==> config.mk <==
export PLATFORM = sky130hd
export DESIGN_NAME = host_ram_pointer_config_regs
export DESIGN_NICKNAME = d
export VERILOG_FILES = /design/src/logic/host_ram_pointer_config_pkg.sv /design/src/logic/host_ram_pointer_config_regs.sv
export VERILOG_INCLUDE_DIRS = /design/src /design/src/logic
export SDC_FILE = /design/constraint.sdc
export NUM_CORES = 1
export LEC_CHECK = 0
export BUFFER_PORTS_ARGS = -buffer_cell sky130_fd_sc_hd__buf_2
export CAP_MARGIN = 30
export CELL_PAD_IN_SITES_DETAIL_PLACEMENT = 0
export CELL_PAD_IN_SITES_GLOBAL_PLACEMENT = 2
export CORE_ASPECT_RATIO = 2
export CORE_MARGIN = 5
export CORE_UTILIZATION = 36
export CTS_BUF_LIST = sky130_fd_sc_hd__clkbuf_16
export DETAILED_ROUTE_END_ITERATION = 12
export GPL_ROUTABILITY_DRIVEN = 0
export PLACE_DENSITY = 0.95
export SLEW_MARGIN = 15
export SYNTH_ARGS = -nofsm -noshare
export SYNTH_HDL_FRONTEND = slang
export SYNTH_SLANG_ARGS = --single-unit
==> constraint.sdc <==
create_clock -name clk_sys -period 3.8 [get_ports clk_sys]
set_input_delay 0 -clock clk_sys [delete_from_list [all_inputs] [get_ports clk_sys]]
set_output_delay 0 -clock clk_sys [all_outputs]
set_load 0.02 [all_outputs]
==> src/logic/host_ram_pointer_config_params.svh <==
// offsets, field positions, reset values for the host ram pointer / config register group
// assumes an 8-bit register port with 3-bit offsets chosen locally
`ifndef HOST_RAM_POINTER_CONFIG_PARAMS_SVH
`define HOST_RAM_POINTER_CONFIG_PARAMS_SVH
`define OFS_RAM_POINTER_HIGH     3'h2
`define OFS_RAM_POINTER_LOW      3'h3
`define OFS_DEVICE_CONFIGURATION 3'h6
`define OFS_INDIRECT_SELECT      3'h5
`define OFS_ENGINE_STATUS        3'h0
`define BIT_READ_PREFETCH        7
`define BIT_POINTER_AUTOINCREMENT              6
`define BIT_SOFT_RESET           7
`define BIT_CMD_QUEUE            6
`define BIT_TX_ENABLE            5
`define BIT_BACKPLANE            2
`define RST_CONFIG               8'h00
`define RST_SELECT               3'h0
`define RST_POINTER              11'h000
`endif

==> src/logic/host_ram_pointer_config_pkg.sv <==
// types shared by the register group
// assumes the params header is compiled alongside
package host_ram_pointer_config_pkg;
  typedef enum logic [2:0] {
    sel_tentative_id = 3'b000,
    sel_node_id      = 3'b001,
    sel_setup_one    = 3'b010,
    sel_next_id      = 3'b011,
    sel_setup_two    = 3'b100
  } indirect_sel_e;
  typedef struct packed {
    logic [2:0] addr;
    logic [7:0] wdata;
    logic       wr;
    logic       rd;
  } host_req_s;
endpackage

==> src/logic/host_ram_pointer_config_regs.sv <==
// register group: ram pointer, indirect select and device configuration
// assumes a same-clock host port and a ram data port that pulses ram_access
// What this block does
// [RULE1] Pointer high bit 7 announces whether the next ram access is a read (1) or a write (0).
// [RULE2] With pointer high bit 6 set the ram pointer advances by one after each data access.
// [RULE3] The host writes zeros to the undefined bits of pointer high and the select register.
// [RULE4] Pointer high bits 2-0 give ram address bits 10 to 8.
// [RULE5] Pointer low bits 7-0 give ram address bits 7 to 0.
// [RULE6] The three select bits choose which indirect register shows at address 07.
// [RULE7] The two low select bits are also config bits 1,0 and both write the same selector.
// [RULE8] Config bit 7 holds the device in soft reset until written back to zero.
// [RULE9] Soft reset leaves config and interface mode alone and clears only status, next id, diagnostics.
// [RULE10] Config bit 6 enables command chaining; low keeps the older non-chaining behaviour.
// [RULE11] With config bit 5 low the line driver enable, and pulses outside backplane mode, stay inactive.
// [RULE12] The transmit enable bit clears on the hard reset only; a soft reset leaves it set.
// [RULE13] The host sets transmit enable once the node id is known and leaves it set.
// [RULE14] Auto-increment wraps the 11-bit pointer from its top address to zero and reads back updated.
//
// Design decisions made here: strobed register access and the placing of the registers.
`timescale 1ns/10ps
`include "host_ram_pointer_config_params.svh"
module host_ram_pointer_config_regs
  import host_ram_pointer_config_pkg::*;
#(
  parameter int ADDR_W = 11
) (
  input  wire logic              clk_sys,
  input  wire logic              rst,
  input  wire logic [2:0]        reg_addr,
  input  wire logic [7:0]        reg_wdata,
  input  wire logic              reg_wr,
  input  wire logic              reg_rd,
  output logic      [7:0]        reg_rdata,
  input  wire logic              ram_access,
  input  wire logic [7:0]        engine_status,
  input  wire logic              eng_tx_active,
  input  wire logic              eng_pulse_one,
  input  wire logic              eng_pulse_two,
  output logic      [ADDR_W-1:0] ram_addr,
  output logic                   read_prefetch_select,
  output logic      [2:0]        indirect_reg_select,
  output logic                   soft_reset,
  output logic                   command_queue_enable,
  output logic                   line_driver_enable_n,
  output logic                   line_pulse_one_n,
  output logic                   line_pulse_two_n
);

  // ==========================================================
  // register state
  host_req_s         req;
  logic [ADDR_W-1:0] pointer_reg;
  logic [1:0]        ptr_mode_reg;
  logic [7:0]        config_reg;
  logic [2:0]        select_reg;
  logic              tx_en;
  logic              backplane;

  assign req       = '{addr: reg_addr, wdata: reg_wdata, wr: reg_wr, rd: reg_rd};
  assign tx_en     = config_reg[`BIT_TX_ENABLE];
  assign backplane = config_reg[`BIT_BACKPLANE];

  function automatic logic hit(input logic [2:0] a, input logic [2:0] ofs);
    hit = (a == ofs);
  endfunction

  // ==========================================================
  // pointer: host writes take priority over an increment in the same cycle
  always_ff @(posedge clk_sys or posedge rst) begin
    if (rst) begin
      pointer_reg  <= `RST_POINTER;
      ptr_mode_reg <= 2'h0;
    end else if (req.wr && hit(req.addr, `OFS_RAM_POINTER_HIGH)) begin
      ptr_mode_reg <= {req.wdata[`BIT_READ_PREFETCH], req.wdata[`BIT_POINTER_AUTOINCREMENT]}; // RULE1
      pointer_reg  <= {req.wdata[2:0], pointer_reg[7:0]}; // RULE4
    end else if (req.wr && hit(req.addr, `OFS_RAM_POINTER_LOW)) begin
      pointer_reg <= {pointer_reg[ADDR_W-1:8], req.wdata}; // RULE5
    end else if (ram_access && ptr_mode_reg[0]) begin
      pointer_reg <= pointer_reg + 1'b1; // RULE2 RULE14
    end
  end

  // ==========================================================
  // configuration and selector; only the hard reset touches these
  always_ff @(posedge clk_sys or posedge rst) begin
    if (rst) begin
      config_reg <= `RST_CONFIG; // RULE12
    end else if (req.wr && hit(req.addr, `OFS_DEVICE_CONFIGURATION)) begin
      config_reg <= req.wdata; // RULE8 RULE9 RULE10
    end
  end

  always_ff @(posedge clk_sys or posedge rst) begin
    if (rst) begin
      select_reg <= `RST_SELECT;
    end else if (req.wr && hit(req.addr, `OFS_INDIRECT_SELECT)) begin
      select_reg <= req.wdata[2:0]; // RULE6
    end else if (req.wr && hit(req.addr, `OFS_DEVICE_CONFIGURATION)) begin
      select_reg <= {select_reg[2], req.wdata[1:0]}; // RULE7
    end
  end

  // ==========================================================
  // outputs, all registered
  always_ff @(posedge clk_sys or posedge rst) begin
    if (rst) begin
      ram_addr             <= `RST_POINTER;
      read_prefetch_select <= 1'b0;
      indirect_reg_select  <= `RST_SELECT;
      soft_reset           <= 1'b0;
      command_queue_enable <= 1'b0;
    end else begin
      ram_addr             <= pointer_reg;
      read_prefetch_select <= ptr_mode_reg[1]; // RULE1
      indirect_reg_select  <= select_reg; // RULE6
      soft_reset           <= config_reg[`BIT_SOFT_RESET]; // RULE8
      command_queue_enable <= config_reg[`BIT_CMD_QUEUE]; // RULE10
    end
  end

  // the gate is kept even in backplane mode for the driver enable
  always_ff @(posedge clk_sys or posedge rst) begin
    if (rst) begin
      line_driver_enable_n <= 1'b1;
      line_pulse_one_n     <= 1'b1;
      line_pulse_two_n     <= 1'b1;
    end else begin
      line_driver_enable_n <= ~(tx_en & eng_tx_active); // RULE11
      line_pulse_one_n     <= ~((tx_en | backplane) & eng_pulse_one); // RULE11
      line_pulse_two_n     <= ~((tx_en | backplane) & eng_pulse_two); // RULE11
    end
  end

  // ==========================================================
  // read port: data one cycle after the strobe, zero otherwise
  always_ff @(posedge clk_sys or posedge rst) begin
    if (rst) begin
      reg_rdata <= 8'h00;
    end else if (req.rd) begin
      case (req.addr)
        `OFS_RAM_POINTER_HIGH:     reg_rdata <= {ptr_mode_reg, 3'b000, pointer_reg[10:8]};
        `OFS_RAM_POINTER_LOW:      reg_rdata <= pointer_reg[7:0]; // RULE14
        `OFS_INDIRECT_SELECT:      reg_rdata <= {5'h00, select_reg};
        `OFS_DEVICE_CONFIGURATION: reg_rdata <= {config_reg[7:2], select_reg[1:0]}; // RULE7
        `OFS_ENGINE_STATUS:        reg_rdata <= engine_status;
        default:                   reg_rdata <= 8'h00;
      endcase
    end else begin
      reg_rdata <= 8'h00;
    end
  end
endmodule // host_ram_pointer_config_regs

# After elaboration in Yosys (flattened, before gate mapping)
# Index checks and enable logic that the tools add are counted.
# word_totals
reg_bits,52
output_inout_bits,28
elab_cells,47
# classes
n_addsub,1
eq_ne,5
muxes,7
bitwise,8
n_reduce_logical,11
# op_table
operator,count
8-bit one-hot mux with 5 select lines,1
11-bit 2-to-1 mux,3
11-bit by 1-bit adder with 11-bit output (second input constant),1
8-bit 2-to-1 mux,1
3-bit by 2-bit == test with 1-bit output (second input constant),2
3-bit == test (second input constant),2
2-bit nonzero test,3
1-bit logical AND,5
1-bit NOT,4
2-bit AND reduction,2
1-bit bitwise AND,3
3-bit logical NOT,1
3-bit 2-to-1 mux,1
2-bit 2-to-1 mux,1
2-bit inequality test (second input constant),1
1-bit OR,1

# Logic depth before layout (Yosys ltp)
# depth
ltp_word,4
depth_mapped,7

# Least setup slack after synthesis
# OpenSTA, ideal clock, no wires.
# synth_path
path_kind,flip-flop to flip-flop
start,reg pointer_reg[0]
end,reg pointer_reg[10]
t_arrival_ps,1404
t_required_ps,3731
setup_slack_ps,2327
stages_incl_launch_ff,6
path_cell_list,dfrtp_1 > ha_1 > and3_1 > nand2_1 > or4_1 > nand3_1
# synth_via
elab_chain_len,4
# synth_lines
element,line_no,source
start: declaration,host_ram_pointer_config_regs.sv:52,logic [ADDR_W-1:0] pointer_reg;
start signal: assignment,host_ram_pointer_config_regs.sv:71,pointer_reg <= `RST_POINTER;
start signal: assignment,host_ram_pointer_config_regs.sv:75,"pointer_reg <= {req.wdata[2:0], pointer_reg[7:0]};"
start signal: assignment,host_ram_pointer_config_regs.sv:77,"pointer_reg <= {pointer_reg[ADDR_W-1:8], req.wdata};"
11-bit by 1-bit adder with 11-bit output,host_ram_pointer_config_regs.sv:79,pointer_reg <= pointer_reg + 1'b1;
11-bit 2-to-1 mux,host_ram_pointer_config_regs.sv:78,end else if (ram_access && ptr_mode_reg[0]) begin
11-bit 2-to-1 mux,host_ram_pointer_config_regs.sv:76,"end else if (req.wr && hit(req.addr, `OFS_RAM_POINTER_LOW)) begin"
11-bit 2-to-1 mux,host_ram_pointer_config_regs.sv:73,"end else if (req.wr && hit(req.addr, `OFS_RAM_POINTER_HIGH)) begin"
# Every way passes these cells. The select of a mux whose other input is x is not followed.
# A chain may end at the register's enable or synchronous reset.

# Final worst setup path
# Ends and elaborated chain as after synthesis.

==> summary.txt <==
Floorplanning
  – FP Rows: 40
  – Area of the die: 0.007738 mm^2
  – Height of the die: 119.5 um
  – Core Area: 0.005906 mm^2
  – Die width: 64.75 um
  – Initial core utilization: 36.55%
  – Ports: 55

Global route
  – Vias in the first global route: 1752
  – Gr usage total: 14.86%
  – Antenna violations before repair: 0
  – Pin count of the biggest net entering global routing: 29
  – First-pass GRT wire length: 8887 um
  – Grt ovf: 0

Detailed routing
  – Routed via count: 1756
  – Drt first pass iters: 5
  – WL final: 5400 um
  – Post-route DRC: 0
  – Detail Route Antenna Nets: 0
  – Initial drt markers: 68
  – WL per Instance: 16.93 um
  – Via density per instance: 5.505

Power
  – Clock network fraction of total power: 28.6%
  – Maximum vdd ir drop: 316.2 uV
  – Leakage: 0.001309 uW
  – Flop pwr share: 47.7%
  – P_int: 1147 uW
  – Combinational power share: 23.7%
  – P_sw: 552.7 uW
  – Sw Ratio: 32.51%
  – Pwr dens: 612.9 mW/mm^2

Critical path
  – Data arrival, critical path: 1.96 ns
  – Critical Path Start Type: flop
  – Crit. Startpoint: pointer_reg[0]$_DFFE_PP0P_
  – Req. time, crit path: 4.02 ns
  – Crit-path max FO: 8
  – WS Path Type: reg2reg
  – Crit path capture type: flop
  – Worst r2r src: pointer_reg[0]$_DFFE_PP0P_
  – Internal reg-to-reg setup slack: 2.06 ns

Clocking
  – Clock Sinks: 50
  – Htree depth: 2
  – Clk slew on worst S/H paths: 0.06 ns
  – Root buf cell: clkbuf_16
  – Clk_lat worst skew: 0.28 ns
  – Clk buf depth: 2
  – CTS buffer count: 5
  – CTS tree: built

Logic synthesis
  – Synth Warn #: 0
  – Synth cell types: 38
  – Post-synthesis sequential area ratio: 58.14%
  – Synthesized area: 0.002158 mm^2
  – Ys flop type: dfrtp_1
  – #FFs+latches synth: 50
  – Fraction of registers with async set/reset: 100.0%
  – Syn nets: 217
  – Mean Syn Cell Area: 11.42 um^2
  – Post-Synthesis Cells: 189
  – EDFF count, synth: 0

Placed design
  – DP HPWL: 4065 um
  – Pre-CTS WS: 1.908 ns
  – IO buf count: 54
  – Post-DP Area: 0.002491 mm^2

Min path
  – Hold WC Path Type: in2reg
  – Worst hold start: reg_wdata[1]

STA
  – RSZ-0062 raised after global routing: no
  – Fmax: 573.6 MHz
  – Final setup vio count: 0
  – Final WS setup: 2.057 ns
  – Fin. max-slew vios: 0
  – Clock skew: 0.003779 ns
  – Setup TNS: 0 ns
  – Max-Slew Margin vs Limit: 47.64%
  – Crit path time final: 1.743 ns
  – Fin. Hold Viols: 0
  – Worst Tran Pin Value: 0.7813 ns
  – Period utilisation layout: 45.88%

Run
  – Max cap viols: 0

Finish
  – Final instance area: 0.002774 mm^2
  – Final layout net count: 283
  – Area Growth Syn to Fin: 28.52%
  – Number of antenna diodes: 0
  – Final Util: 46.97%
  – Share of layout cells above drive strength 1: 30.86%

Status
  – Status: complete, no violations
-- per-layer routing --
layer / up-vias / wire [um] / track usage, %
met1: 847 / 2125 / 18.38
met4: 0 / 148 / 6.755
li1: 827 / - / -
met3: 11 / 366 / 3.839
met5: - / 0 / 0
met2: 71 / 2760 / 23.93
-- synth_stat cells, types with 2 or more instances --
| master | count | share of area, % |
|---|---|---|
| nor2b_1 | 2 | 0.58 |
| a21oi_1 | 11 | 2.6 |
| and2_1 | 6 | 1.7 |
| nand2_1 | 18 | 3.1 |
| inv_1 | 7 | 1.2 |
| nand2b_1 | 2 | 0.58 |
| mux2_2 | 12 | 6.3 |
| and3_1 | 2 | 0.58 |
| dfrtp_1 | 47 | 54 |
| dfstp_2 | 3 | 3.7 |
| clkbuf_1 | 2 | 0.35 |
| nand4b_1 | 3 | 1.2 |
| o21ai_0 | 8 | 1.9 |
| nand3_1 | 8 | 1.9 |
| or4_1 | 2 | 0.70 |
| a21o_1 | 3 | 1.0 |
| mux2i_1 | 3 | 1.4 |
| buf_2 | 5 | 1.2 |
| nand4_1 | 2 | 0.58 |
| a22oi_1 | 8 | 2.8 |
| a2bb2oi_1 | 2 | 0.81 |
| nor2_1 | 6 | 1.0 |
| a211oi_1 | 7 | 2.4 |
| o22ai_1 | 5 | 1.4 |
| o32ai_1 | 2 | 0.81 |
-- repair_timing --
item | 4_1_cts | 5_1_grt
hold buffers | 12 | 0
hold endpoints to repair | 40 | 0
resized for setup | 0 | 0
setup buffers | 0 | 0
-- worst max-delay path, stage by stage, from the launching register on --
cell and delay, ns:
dfrtp_1 0.51, ha_1 0.26, and3_1 0.24, nand2_1 0.08, or4_1 0.48, nand3_1 0.10
-- cell families (layout without fill, tap and decap cells) --
kind of cell	Yosys count	in the layout	synth area share [%]
and+or+nand+nor	55	55	13.56
AOI/OAI and AO/OA	52	52	16.41
buffers and inverters	15	82	3.247
adders and majority gates	1	1	0.5796
muxes	15	15	7.652
DFF	50	50	58.15
xor gates and xnor gates	1	1	0.4059
-- worst paths after layout --
kind,end,depth (start not counted)
setup / recovery,pointer_reg[10]$_DFFE_PP0P_,5
hold / removal,select_reg[1]$_DFFE_PP0P_,2
setup reg to reg,pointer_reg[10]$_DFFE_PP0P_,5
hold reg to reg,command_queue_enable$_DFF_PP0_,0
max in group asynchronous,line_pulse_one_n$_DFF_PP1_,4
min in group asynchronous,soft_reset$_DFF_PP0_,3
-- power groups by stage --
stage	Sequential (uW)	Clock (uW)	Combinational, uW
after floorplan	868	0	175
after global placement	819	0	391
after detailed placement	816	0	398
after CTS	811	498	408
after global routing	832	518	444
final	810	486	404
-- metrics by stage --
step           hold WS (ns)  power (uW)  instances
2_1_floorplan       0.04347        1044        189
3_3_place_gp         0.1269        1210        298
3_5_place_dp         0.1210        1214        299
4_1_cts             0.01195        1717        319
5_1_grt             0.02345        1794        319
6_report            0.01454        1700        319
-- layout by cell type (no fill, tap or decap), types with 3 or more instances in the layout --
| master | n |
|---|---|
| nand2_1 | 18 |
| dfstp_2 | 3 |
| a22oi_1 | 8 |
| o21ai_0 | 8 |
| dlygate4sd3_1 | 12 |
| mux2i_1 | 3 |
| a21oi_1 | 11 |
| inv_1 | 7 |
| dfrtp_1 | 47 |
| a21o_1 | 3 |
| nand4b_1 | 3 |
| o22ai_1 | 5 |
| and2_1 | 6 |
| buf_2 | 54 |
| mux2_2 | 12 |
| a211oi_1 | 7 |
| nand3_1 | 8 |
| clkbuf_16 | 5 |
| nor2_1 | 6 |
-- layout make-up --
| class | count | area [um^2] |
|---|---|---|
| Fill cell | 557 | 3132 |
| Multi-Input combinational cell | 124 | 833.3 |
| Timing Repair Buffer | 67 | 417.9 |
| Clock buffer | 5 | 125.1 |
| Clock inverter | 3 | 37.54 |
| Inverter | 7 | 26.28 |
| Sequential cell | 50 | 1255 |
| Tap cell | 63 | 78.83 |
Note: power is estimated with default switching activity, not from simulation.
